===== src/prio_irq_map.svh =====
// register addresses, field positions, vectors and reset values of the interrupt unit
`ifndef PRIO_IRQ_MAP_SVH
`define PRIO_IRQ_MAP_SVH

// special-function byte addresses
`define ADDR_PEND_EXT 8'h2e
`define ADDR_PEND_LOW 8'h3c
`define ADDR_PEND_HIGH 8'h3d
`define ADDR_EN_LOW 8'h3a
`define ADDR_EN_HIGH 8'h3b
`define ADDR_EN_EXT 8'h2c

// field positions
`define MASTER_EN_BIT 0
`define EN_LOW_MSB 7
`define EN_LOW_LSB 4
`define EN_EXT_MSB 3
`define EN_EXT_LSB 0
`define EN_EXT_STORED_MSB 19
`define EN_EXT_STORED_LSB 16

// source positions
`define SRC_TRAP 5'h00
`define SRC_FETCH_GUARD 5'h02
`define SRC_WATCHDOG 5'h03
`define SRC_EXT0 5'h04
`define SRC_HIGH_FIRST 5'h10
`define SRC_FIRST_LATCH 2
`define SRC_FIRST_MASKABLE 4
`define SRC_LAST 23
`define SRC_COUNT 24

// vector generation: vector = top - 2 * source
`define VEC_TRAP 16'hfffc
`define VEC_LOW_TOP 16'hfffe
`define VEC_HIGH_TOP 16'hffde

// reset values
`define RST_BYTE 8'h00
`define RST_VEC 16'h0000
`define RST_IDX 5'h00
`define RST_BIT 1'b0

`endif


===== src/prio_irq_pkg.sv =====
// types shared by the interrupt unit
package prio_irq_pkg;

  typedef logic [23:0] src_vec_t;
  typedef logic [4:0] src_idx_t;
  typedef enum logic [0:0] {PRES_IDLE, PRES_OFFER} present_state_t;

endpackage : prio_irq_pkg


===== src/irq_priority_encoder.sv =====
// fixed-priority picker: the lowest request index wins
`timescale 1ns/1ps
`default_nettype none

module irq_priority_encoder #(
  parameter int N = 24,
  parameter int IW = 5
) (
  input wire logic [N-1:0] req,
  output logic valid,
  output logic [IW-1:0] idx
);

  always_comb begin
    valid = 1'b0;
    idx = '0;
    for (int i = N - 1; i >= 0; i--) begin
      if (req[i]) begin
        valid = 1'b1;
        idx = IW'(i);
      end
    end
  end

endmodule : irq_priority_encoder

`default_nettype wire


===== src/prioritised_interrupt_latch_unit.sv =====
// interrupt control unit: pending latches, enables, priority pick and vector offer to the cpu
//
// Behaviour
// - twenty sources besides reset; four internal traps are non-maskable, rest maskable.
// - nesting allowed; a higher request may interrupt a running lower service.
// - simultaneous requests taken in fixed hardware order, lowest position first; traps ranked the same way.
// - software and illegal-opcode traps: non-maskable, unlatched, one shared vector, level 2.
// - fetch-guard trap non-maskable, latch position 2, own vector, level 2.
// - watchdog trap non-maskable, latch position 3, own vector, level 2.
// - external input 0 needs master enable, its flag and the ext0 gate.
// - latched sources 5 to 19 each own a vector falling by two, except 16, which lies 0x22 below 15.
// - maskable request accepted only with master and individual enable both set.
// - a request sets its latch, which then asks service if enabled.
// - a latch clears as soon as the cpu accepts its interrupt.
// - reset clears every pending latch.
// - the two unlatched traps have no latch; every other source has one.
// - latches sit at three byte addresses, readable, zero written clears a bit.
// - writing one never sets a latch; only hardware requests set it.
// - reading the latches returns current request status for polling.
// - a converter-done latch is never cleared by the acceptance of another source.
// - fetch-guard and watchdog events reset unless their select bit is cleared.
// - acceptance saves then clears master enable; return restores the saved value.
// - individual enable flags gate their sources and reset to zero.
// - master enable is bit 0 of the low enable register, read/write, resets zero.
`timescale 1ns/1ps
`default_nettype none
`include "prio_irq_map.svh"

module prioritised_interrupt_latch_unit (
  input wire logic clock,
  input wire logic rst_n,
  input wire logic [7:0] sfr_addr,
  input wire logic sfr_wr,
  input wire logic sfr_rd,
  input wire logic [7:0] sfr_wdata,
  output logic [7:0] sfr_rdata,
  input wire logic [23:4] source_req,
  input wire logic fetch_guard_event,
  input wire logic watchdog_event,
  input wire logic fetch_guard_select,
  input wire logic watchdog_select,
  input wire logic ext0_gate,
  input wire logic soft_trap,
  input wire logic illegal_opcode_trap,
  input wire logic instr_boundary,
  input wire logic irq_ack,
  input wire logic reti,
  input wire logic reti_master_en,
  output logic irq_request,
  output logic [15:0] irq_vector,
  output logic [4:0] irq_source,
  output logic saved_master_enable,
  output logic master_irq_enable,
  output logic fetch_guard_reset_req,
  output logic watchdog_reset_req
);

  ////////////////////////////////////////////////////////////////////////////
  // decoding helpers

  function automatic prio_irq_pkg::src_vec_t onehot(input prio_irq_pkg::src_idx_t idx);
    onehot = '0;
    onehot[idx] = 1'b1;
  endfunction : onehot

  function automatic logic [15:0] vector_of(input prio_irq_pkg::src_idx_t idx);
    logic [15:0] twice;
    twice = {10'h000, idx, 1'b0};
    if (idx == `SRC_TRAP) begin
      vector_of = `VEC_TRAP;
    end else if (idx < `SRC_HIGH_FIRST) begin
      vector_of = `VEC_LOW_TOP - twice;
    end else begin
      vector_of = `VEC_HIGH_TOP - twice;
    end
  endfunction : vector_of

  ////////////////////////////////////////////////////////////////////////////
  // state

  prio_irq_pkg::src_vec_t pend_r;
  prio_irq_pkg::src_vec_t hw_set;
  prio_irq_pkg::src_vec_t sw_clr;
  prio_irq_pkg::src_vec_t ack_clr;
  prio_irq_pkg::src_vec_t enable_mask;
  prio_irq_pkg::src_vec_t eligible;
  prio_irq_pkg::present_state_t pres_r;
  logic [19:4] en_r;
  logic master_en_r;
  logic ack_take;
  logic win_valid;
  prio_irq_pkg::src_idx_t win_idx;
  logic wr_pend_ext;
  logic wr_pend_low;
  logic wr_pend_high;
  logic wr_en_low;
  logic wr_en_high;
  logic wr_en_ext;

  assign wr_pend_ext = sfr_wr && (sfr_addr == `ADDR_PEND_EXT);
  assign wr_pend_low = sfr_wr && (sfr_addr == `ADDR_PEND_LOW);
  assign wr_pend_high = sfr_wr && (sfr_addr == `ADDR_PEND_HIGH);
  assign wr_en_low = sfr_wr && (sfr_addr == `ADDR_EN_LOW);
  assign wr_en_high = sfr_wr && (sfr_addr == `ADDR_EN_HIGH);
  assign wr_en_ext = sfr_wr && (sfr_addr == `ADDR_EN_EXT);
  assign ack_take = irq_ack && (pres_r == prio_irq_pkg::PRES_OFFER);

  ////////////////////////////////////////////////////////////////////////////
  // set and clear terms of the pending latches

  always_comb begin
    hw_set = '0;
    // routed to a reset request while its select bit is still one
    hw_set[`SRC_FETCH_GUARD] = fetch_guard_event && !fetch_guard_select;
    hw_set[`SRC_WATCHDOG] = watchdog_event && !watchdog_select;
    hw_set[`SRC_LAST:`SRC_FIRST_MASKABLE] = source_req;
  end

  always_comb begin
    sw_clr = '0;
    // zero bits clear, one bits leave the latch alone
    if (wr_pend_low) begin
      sw_clr[7:0] = ~sfr_wdata;
    end
    if (wr_pend_high) begin
      sw_clr[15:8] = ~sfr_wdata;
    end
    if (wr_pend_ext) begin
      sw_clr[23:16] = ~sfr_wdata;
    end
  end

  // only the offered source is cleared, so a late converter-done request is never dropped
  assign ack_clr = ack_take ? onehot(irq_source) : '0;

  ////////////////////////////////////////////////////////////////////////////
  // pending latches: positions 0 and 1 do not exist

  genvar g;
  generate
    for (g = 0; g < `SRC_FIRST_LATCH; g++) begin : g_no_latch
      always_ff @(posedge clock) begin
        pend_r[g] <= `RST_BIT;
      end
    end
    for (g = `SRC_FIRST_LATCH; g <= `SRC_LAST; g++) begin : g_latch
      always_ff @(posedge clock) begin
        if (!rst_n) begin
          pend_r[g] <= `RST_BIT;
        end else if (hw_set[g]) begin
          pend_r[g] <= 1'b1;
        end else if (sw_clr[g] || ack_clr[g]) begin
          pend_r[g] <= 1'b0;
        end
      end
    end
  endgenerate

  ////////////////////////////////////////////////////////////////////////////
  // individual enables and master enable

  always_ff @(posedge clock) begin
    if (!rst_n) begin
      en_r <= '0;
    end else begin
      if (wr_en_low) begin
        en_r[`EN_LOW_MSB:`EN_LOW_LSB] <= sfr_wdata[`EN_LOW_MSB:`EN_LOW_LSB];
      end
      if (wr_en_high) begin
        en_r[15:8] <= sfr_wdata;
      end
      if (wr_en_ext) begin
        en_r[`EN_EXT_STORED_MSB:`EN_EXT_STORED_LSB] <= sfr_wdata[`EN_EXT_MSB:`EN_EXT_LSB];
      end
    end
  end

  // acceptance beats return, return beats a software write
  always_ff @(posedge clock) begin
    if (!rst_n) begin
      master_en_r <= `RST_BIT;
    end else if (ack_take) begin
      master_en_r <= 1'b0;
    end else if (reti) begin
      master_en_r <= reti_master_en;
    end else if (wr_en_low) begin
      master_en_r <= sfr_wdata[`MASTER_EN_BIT];
    end
  end

  always_ff @(posedge clock) begin
    if (!rst_n) begin
      saved_master_enable <= `RST_BIT;
    end else if (ack_take) begin
      saved_master_enable <= master_en_r;
    end
  end

  always_ff @(posedge clock) begin
    if (!rst_n) begin
      master_irq_enable <= `RST_BIT;
    end else begin
      master_irq_enable <= ack_take ? 1'b0 :
        (reti ? reti_master_en : (wr_en_low ? sfr_wdata[`MASTER_EN_BIT] : master_en_r));
    end
  end

  ////////////////////////////////////////////////////////////////////////////
  // eligibility and priority pick

  always_comb begin
    enable_mask = '0;
    enable_mask[`SRC_TRAP] = 1'b1;
    enable_mask[`SRC_FETCH_GUARD] = 1'b1;
    enable_mask[`SRC_WATCHDOG] = 1'b1;
    // reserved sources 20..23 have no stored enable and never win
    enable_mask[19:4] = en_r & {16{master_en_r}};
    enable_mask[`SRC_EXT0] = master_en_r && en_r[`SRC_FIRST_MASKABLE] && ext0_gate;
  end

  always_comb begin
    eligible = pend_r & enable_mask;
    eligible[`SRC_TRAP] = soft_trap || illegal_opcode_trap;
  end

  // no in-service blocking: once software re-enables, any enabled source may nest
  irq_priority_encoder #(
    .N(`SRC_COUNT),
    .IW(5)
  ) u_pick (
    .req(eligible),
    .valid(win_valid),
    .idx(win_idx)
  );

  ////////////////////////////////////////////////////////////////////////////
  // offer to the cpu

  always_ff @(posedge clock) begin
    if (!rst_n) begin
      pres_r <= prio_irq_pkg::PRES_IDLE;
      irq_request <= `RST_BIT;
      irq_vector <= `RST_VEC;
      irq_source <= `RST_IDX;
    end else if (ack_take) begin
      pres_r <= prio_irq_pkg::PRES_IDLE;
      irq_request <= 1'b0;
    end else if (instr_boundary) begin
      irq_request <= win_valid;
      pres_r <= win_valid ? prio_irq_pkg::PRES_OFFER : prio_irq_pkg::PRES_IDLE;
      if (win_valid) begin
        irq_vector <= vector_of(win_idx);
        irq_source <= win_idx;
      end
    end
  end

  ////////////////////////////////////////////////////////////////////////////
  // trap events routed to reset

  always_ff @(posedge clock) begin
    if (!rst_n) begin
      fetch_guard_reset_req <= `RST_BIT;
      watchdog_reset_req <= `RST_BIT;
    end else begin
      fetch_guard_reset_req <= fetch_guard_event && fetch_guard_select;
      watchdog_reset_req <= watchdog_event && watchdog_select;
    end
  end

  ////////////////////////////////////////////////////////////////////////////
  // register read port, unmapped reads give zero

  always_ff @(posedge clock) begin
    if (!rst_n) begin
      sfr_rdata <= `RST_BYTE;
    end else if (sfr_rd) begin
      unique case (sfr_addr)
        `ADDR_PEND_LOW: sfr_rdata <= pend_r[7:0];
        `ADDR_PEND_HIGH: sfr_rdata <= pend_r[15:8];
        `ADDR_PEND_EXT: sfr_rdata <= pend_r[23:16];
        `ADDR_EN_LOW: sfr_rdata <= {en_r[`EN_LOW_MSB:`EN_LOW_LSB], 3'b000, master_en_r};
        `ADDR_EN_HIGH: sfr_rdata <= en_r[15:8];
        `ADDR_EN_EXT: sfr_rdata <= {4'h0, en_r[`EN_EXT_STORED_MSB:`EN_EXT_STORED_LSB]};
        default: sfr_rdata <= `RST_BYTE;
      endcase
    end
  end

  ////////////////////////////////////////////////////////////////////////////
  // checks

  reset_clears_a: assert property (@(posedge clock) disable iff (!rst_n)
    $rose(rst_n) |-> (pend_r == '0) && !master_en_r && (en_r == '0))
    else $error("latches or enables not zero after reset");

  one_never_sets_a: assert property (@(posedge clock) disable iff (!rst_n)
    (wr_pend_low && (hw_set[7:0] == 8'h00)) |=> ((pend_r[7:0] & ~$past(pend_r[7:0])) == 8'h00))
    else $error("software write set a latch");

  zero_clears_a: assert property (@(posedge clock) disable iff (!rst_n)
    (wr_pend_high && !sfr_wdata[0] && !hw_set[8]) |=> !pend_r[8])
    else $error("written zero did not clear latch");

  ack_clears_a: assert property (@(posedge clock) disable iff (!rst_n)
    (ack_take && (irq_source >= `SRC_FETCH_GUARD) && !hw_set[irq_source]) |=> !pend_r[$past(irq_source)])
    else $error("accepted latch not cleared");

  set_wins_a: assert property (@(posedge clock) disable iff (!rst_n)
    hw_set[9] |=> pend_r[9])
    else $error("hardware request lost");

  master_gate_a: assert property (@(posedge clock) disable iff (!rst_n)
    ($rose(irq_request) && (irq_source >= `SRC_EXT0)) |-> $past(master_en_r))
    else $error("maskable offered with master enable off");

  ext0_gate_a: assert property (@(posedge clock) disable iff (!rst_n)
    ($rose(irq_request) && (irq_source == `SRC_EXT0)) |-> $past(ext0_gate) && $past(en_r[`SRC_FIRST_MASKABLE]))
    else $error("ext0 offered without its gates");

  master_save_a: assert property (@(posedge clock) disable iff (!rst_n)
    ack_take |=> ((!master_en_r && (saved_master_enable == $past(master_en_r)))
      and ((!reti && !wr_en_low) |=> !master_en_r)))
    else $error("master enable not saved and cleared");

  reti_restore_a: assert property (@(posedge clock) disable iff (!rst_n)
    (reti && !ack_take) |=> (master_en_r == $past(reti_master_en)))
    else $error("return did not restore master enable");

  vector_match_a: assert property (@(posedge clock) disable iff (!rst_n)
    irq_request |-> ((irq_vector + {10'h000, irq_source, 1'b0}) ==
      ((irq_source == `SRC_TRAP) ? `VEC_TRAP : ((irq_source < `SRC_HIGH_FIRST) ? `VEC_LOW_TOP : `VEC_HIGH_TOP))))
    else $error("offered vector does not match source");

  top_choice_a: assert property (@(posedge clock) disable iff (!rst_n)
    (instr_boundary && !ack_take && eligible[`SRC_FETCH_GUARD] && !eligible[`SRC_TRAP])
      |=> irq_source == `SRC_FETCH_GUARD)
    else $error("fetch guard not chosen first");

  trap_route_a: assert property (@(posedge clock) disable iff (!rst_n)
    (watchdog_event && watchdog_select) |=> watchdog_reset_req && !($rose(pend_r[`SRC_WATCHDOG])))
    else $error("watchdog event not routed to reset");

endmodule : prioritised_interrupt_latch_unit

`default_nettype wire


===== config.mk =====
export PLATFORM = sky130hd
export DESIGN_NAME = prioritised_interrupt_latch_unit
export DESIGN_NICKNAME = d
export VERILOG_FILES = /design/src/prio_irq_pkg.sv /design/src/irq_priority_encoder.sv /design/src/prioritised_interrupt_latch_unit.sv
export VERILOG_INCLUDE_DIRS = /design/src
export SDC_FILE = /design/constraint.sdc
export NUM_CORES = 1
export LEC_CHECK = 0
export BUFFER_PORTS_ARGS = -buffer_cell sky130_fd_sc_hd__clkbuf_2
export CAP_MARGIN = 0
export CELL_PAD_IN_SITES_DETAIL_PLACEMENT = 0
export CELL_PAD_IN_SITES_GLOBAL_PLACEMENT = 1
export CORE_ASPECT_RATIO = 0.5
export CORE_MARGIN = 2
export CORE_UTILIZATION = 35
export CTS_CLUSTER_SIZE = 12
export DETAILED_ROUTE_END_ITERATION = 12
export PLACE_DENSITY_LB_ADDON = 0.1
export SKIP_CTS_REPAIR_TIMING = 1
export SLEW_MARGIN = 20
export SYNTH_ARGS = -nofsm -noshare
export SYNTH_HDL_FRONTEND = slang
export SYNTH_SLANG_ARGS = --single-unit
export TNS_END_PERCENT = 50

===== constraint.sdc =====
create_clock -name clock -period 1.6 [get_ports clock]
set_input_delay 0.08 -clock clock [delete_from_list [all_inputs] [get_ports clock]]
set_output_delay 0.08 -clock clock [all_outputs]
set_load 0.05 [all_outputs]

==> parameters.txt <==
Parameter                              Value

Worst setup path
  Critical path launch point type ... register
  Kind of end point of the critical path ... register
  Max FO, Critical Path ... 4
  Worst Reg-to-Reg Cells ... 6
  Data arrival, critical path ... 1.97 ns
  Crit Path Category ... register to register
  Critical Path RT ... 1.83 ns

Floorplan
  Horizontal die dimension ... 139 um
  Die footprint ... 9880 um^2
  CORE AREA ... 8740 um^2
  Number of placement rows ... 24
  Initial Util ... 36.3%
  Number of ports placed on the die boundary ... 85
  Die Ht ... 71.3 um

Outcome
  Violated checks ... hold timing, setup timing
  Run status ... finished with violations

Logic synthesis
  Post-synthesis register bit count ... 62
  Flip-flop cell with the highest count after synthesis ... dfxtp_1
  Main area contributors after synthesis ... dfxtp_1, mux2i_1, a21oi_1, o221ai_1, nand2_1
  Yosys cell types ... 58
  Combined area of all synthesized cells ... 3170 um^2
  Cell taking the most area after synthesis ... dfxtp_1
  Total nets after synthesis ... 425
  Average footprint of a synthesized cell ... 8.48 um^2
  Sequential area share after synthesis ... 39.1%
  Gate count after technology mapping ... 374
  Post-synth EDFFs ... 0
  Ys Warns ... 0
  Post-synthesis async set-or-reset flop share ... 0%
  Area share of the largest cell type after synthesis ... 39.1%

Detailed routing
  Post-detailed-route wirelength per cell ... 18.3 um
  Number of remaining DRC errors ... 0
  Initial DRC count ... 314
  ANT nets after route ... 0
  Ratio of routed vias to standard cells ... 5.34
  Vias ... 3474
  Post-Route WL ... 11900 um
  Drt first pass iters ... 5

STA
  Post-route clock period utilization ... 109%
  Final critical delay including setup and external delays ... 1.75 ns
  Hold violation count in the final report ... 5
  Final clock skew ... 0.00834 ns
  Worst-case setup margin in the final layout ... -0.147 ns
  Transition at the pin with the smallest max-transition slack ... 0.529 ns
  Total setup violations reported at the end of the flow ... 10
  Max frequency ... 572 MHz
  RSZ-0062 raised after global routing ... true
  Final-report max-slew violation count ... 0
  Relative max-transition margin ... 64.8%
  Worst hold margin ... -0.0332 ns

Global routing
  Met2 layer usage reported by global route ... 32.7%
  Initial antenna violation count ... 0
  Total congestion overflow after global routing ... 0
  Maximum number of pins on one net before global-route repair ... 45
  Met1 routing resource usage after global routing ... 37.1%
  Overall global routing resource usage ... 24.5%
  Met3 Track Usage GR ... 9.36%
  Via count of the first global-routing pass ... 3246
  Most heavily used metal layer in global routing ... met1
  Global-route wire length before repair ... 18200 um

Flow run
  Max capacitance violation total ... 0

Clocking
  CTS Buf Count ... 9
  Latest clock arrival within the worst-skew pair ... 0.34 ns
  TritonCTS clock tree ... yes
  Clk slew on worst S/H paths ... 0.05 ns
  Clock Root Buffer ... clkbuf_16
  Number of buffers between clock root and the deepest sink ... 2
  Number of H-tree levels ... 3
  Sink count of the clock tree ... 62

Placement
  Global placement routability congestion ... 0.922
  Detailed placer's ending HPWL ... 9020 um
  Post-place instance area ... 4070 um^2
  Count of buffers inserted at the top-level ports ... 83

Power
  Maximum ir drop on the vdd rail ... 0.498 mV
  Standby leakage power ... 2.07 nW
  Comb power frac ... 15.7%
  Internal Dissipation ... 2.93 mW
  PD cells ... 887 nW/um^2
  Switching share of power ... 28.6%
  Share of total power in the clock network ... 44.0%
  Switching power summed over all nets ... 1.18 mW
  Proportion of power drawn by flip-flops and latches ... 40.3%

Final layout
  Layout Nets ... 579
  Most common cell after layout, fill and taps aside ... clkbuf_2
  Fraction of layout instances using a drive strength above 1 ... 37.7%
  Post-route cell area ... 4640 um^2
  Synth-to-layout area growth ... 46.3%
  Count of fill cells added during filler insertion ... 858
  Most used cells in the layout excluding fill and tap cells ... clkbuf_2, buf_4, dfxtp_1
  Antenna fix cells ... 0

Hold path
  Worst hold path type ... input port to register
  Hold Path Stages ... 3
flip-flops by register name, indices dropped and copies added (netlist names):
name and count:
saved_master_enable 1, irq_source 5, pend_r 22, watchdog_reset_req 1, irq_request 1, fetch_guard_reset_req 1, master_irq_enable 1, sfr_rdata 8
irq_vector 6, en_r 16
routing by layer:
metal | wire [um] | part of all wire [%]
met1 | 6080 | 51
met2 | 4550 | 38
met3 | 1150 | 9.7
met4 | 95 | 0.80
met5 | 0 | 0
synth_stat cells (all sizes together), types with 3 or more instances:
master and number:
o21ai 16, nand3b 3, a31oi 3, nand3 12, a221o 4, nand2 48, a22oi 4, o221ai 20
nand4b 3, nand4 3, mux2i 21, buf 16, and3 3, nor2 34, nor3 4, a21oi 42
o211ai 3, or4 5, clkbuf 6, dfxtp 62, a22o 7, inv 22
per-stage QoR:
step	setup TNS, ns	power [mW]	std cells	utilization, %	setup WS (ns)
final	-0.884	4.11	650	53.1	-0.147
after global routing	-1.49	4.27	650	53.1	-0.200
after CTS	-0.747	4.07	627	49.6	-0.170
after detailed placement	-0.695	2.27	611	46.5	-0.160
after global placement	-0.593	2.27	611	46.5	-0.143
after floorplan	-0.114	2.04	374	-	-0.0566
kinds of logic (layout without fill, tap and decap cells):
logic type,after synthesis,in the layout,synth area share [%]
buffers and inverters,44,203,6.63
DFF,62,62,39.1
muxes,21,21,6.63
and+or+nand+nor,129,129,21.2
other,1,1,0.118
AOI/OAI and AO/OA,116,116,26.0
xor gates and xnor gates,1,1,0.276
power groups by stage:
stage / logic, mW / registers, mW / clock network (mW)
final: 0.644 / 1.66 / 1.81
after floorplan: 0.284 / 1.75 / 0
after global placement: 0.579 / 1.69 / 0
after CTS: 0.583 / 1.66 / 1.83
after global routing: 0.688 / 1.67 / 1.92
after detailed placement: 0.581 / 1.69 / 0
area by class of cell:
cell class                 instances  area [um^2]  area share [%]
multi-input combinational        268         1790            38.7
sequential                        62         1260            27.2
timing repair buffer             165         1090            23.4
clock buffer                      12          246            5.31
tap                              117          146            3.16
inverter                          22         82.6            1.78
clock inverter                     4         22.5           0.485
worst paths after layout:
| check | slack (ns) | from | to |
|---|---|---|---|
| max | -0.15 | pend_r[4] | irq_vector[4] |
| min | -0.03 | source_req[6] | pend_r[6] |
| max reg2reg | -0.15 | pend_r[4] | irq_vector[4] |
| min reg2reg | 0.45 | sfr_rdata[6] | sfr_rdata[6] |
worst max-delay path, cell delays in order, from the launching register on:
cell and delay, ns:
dfxtp_1 0.31, a32o_1 0.28, o21ai_1 0.33, buf_4 0.21
and4b_2 0.25, nor2_2 0.06, o211a_1 0.20
(Power assumes the default switching activity.)
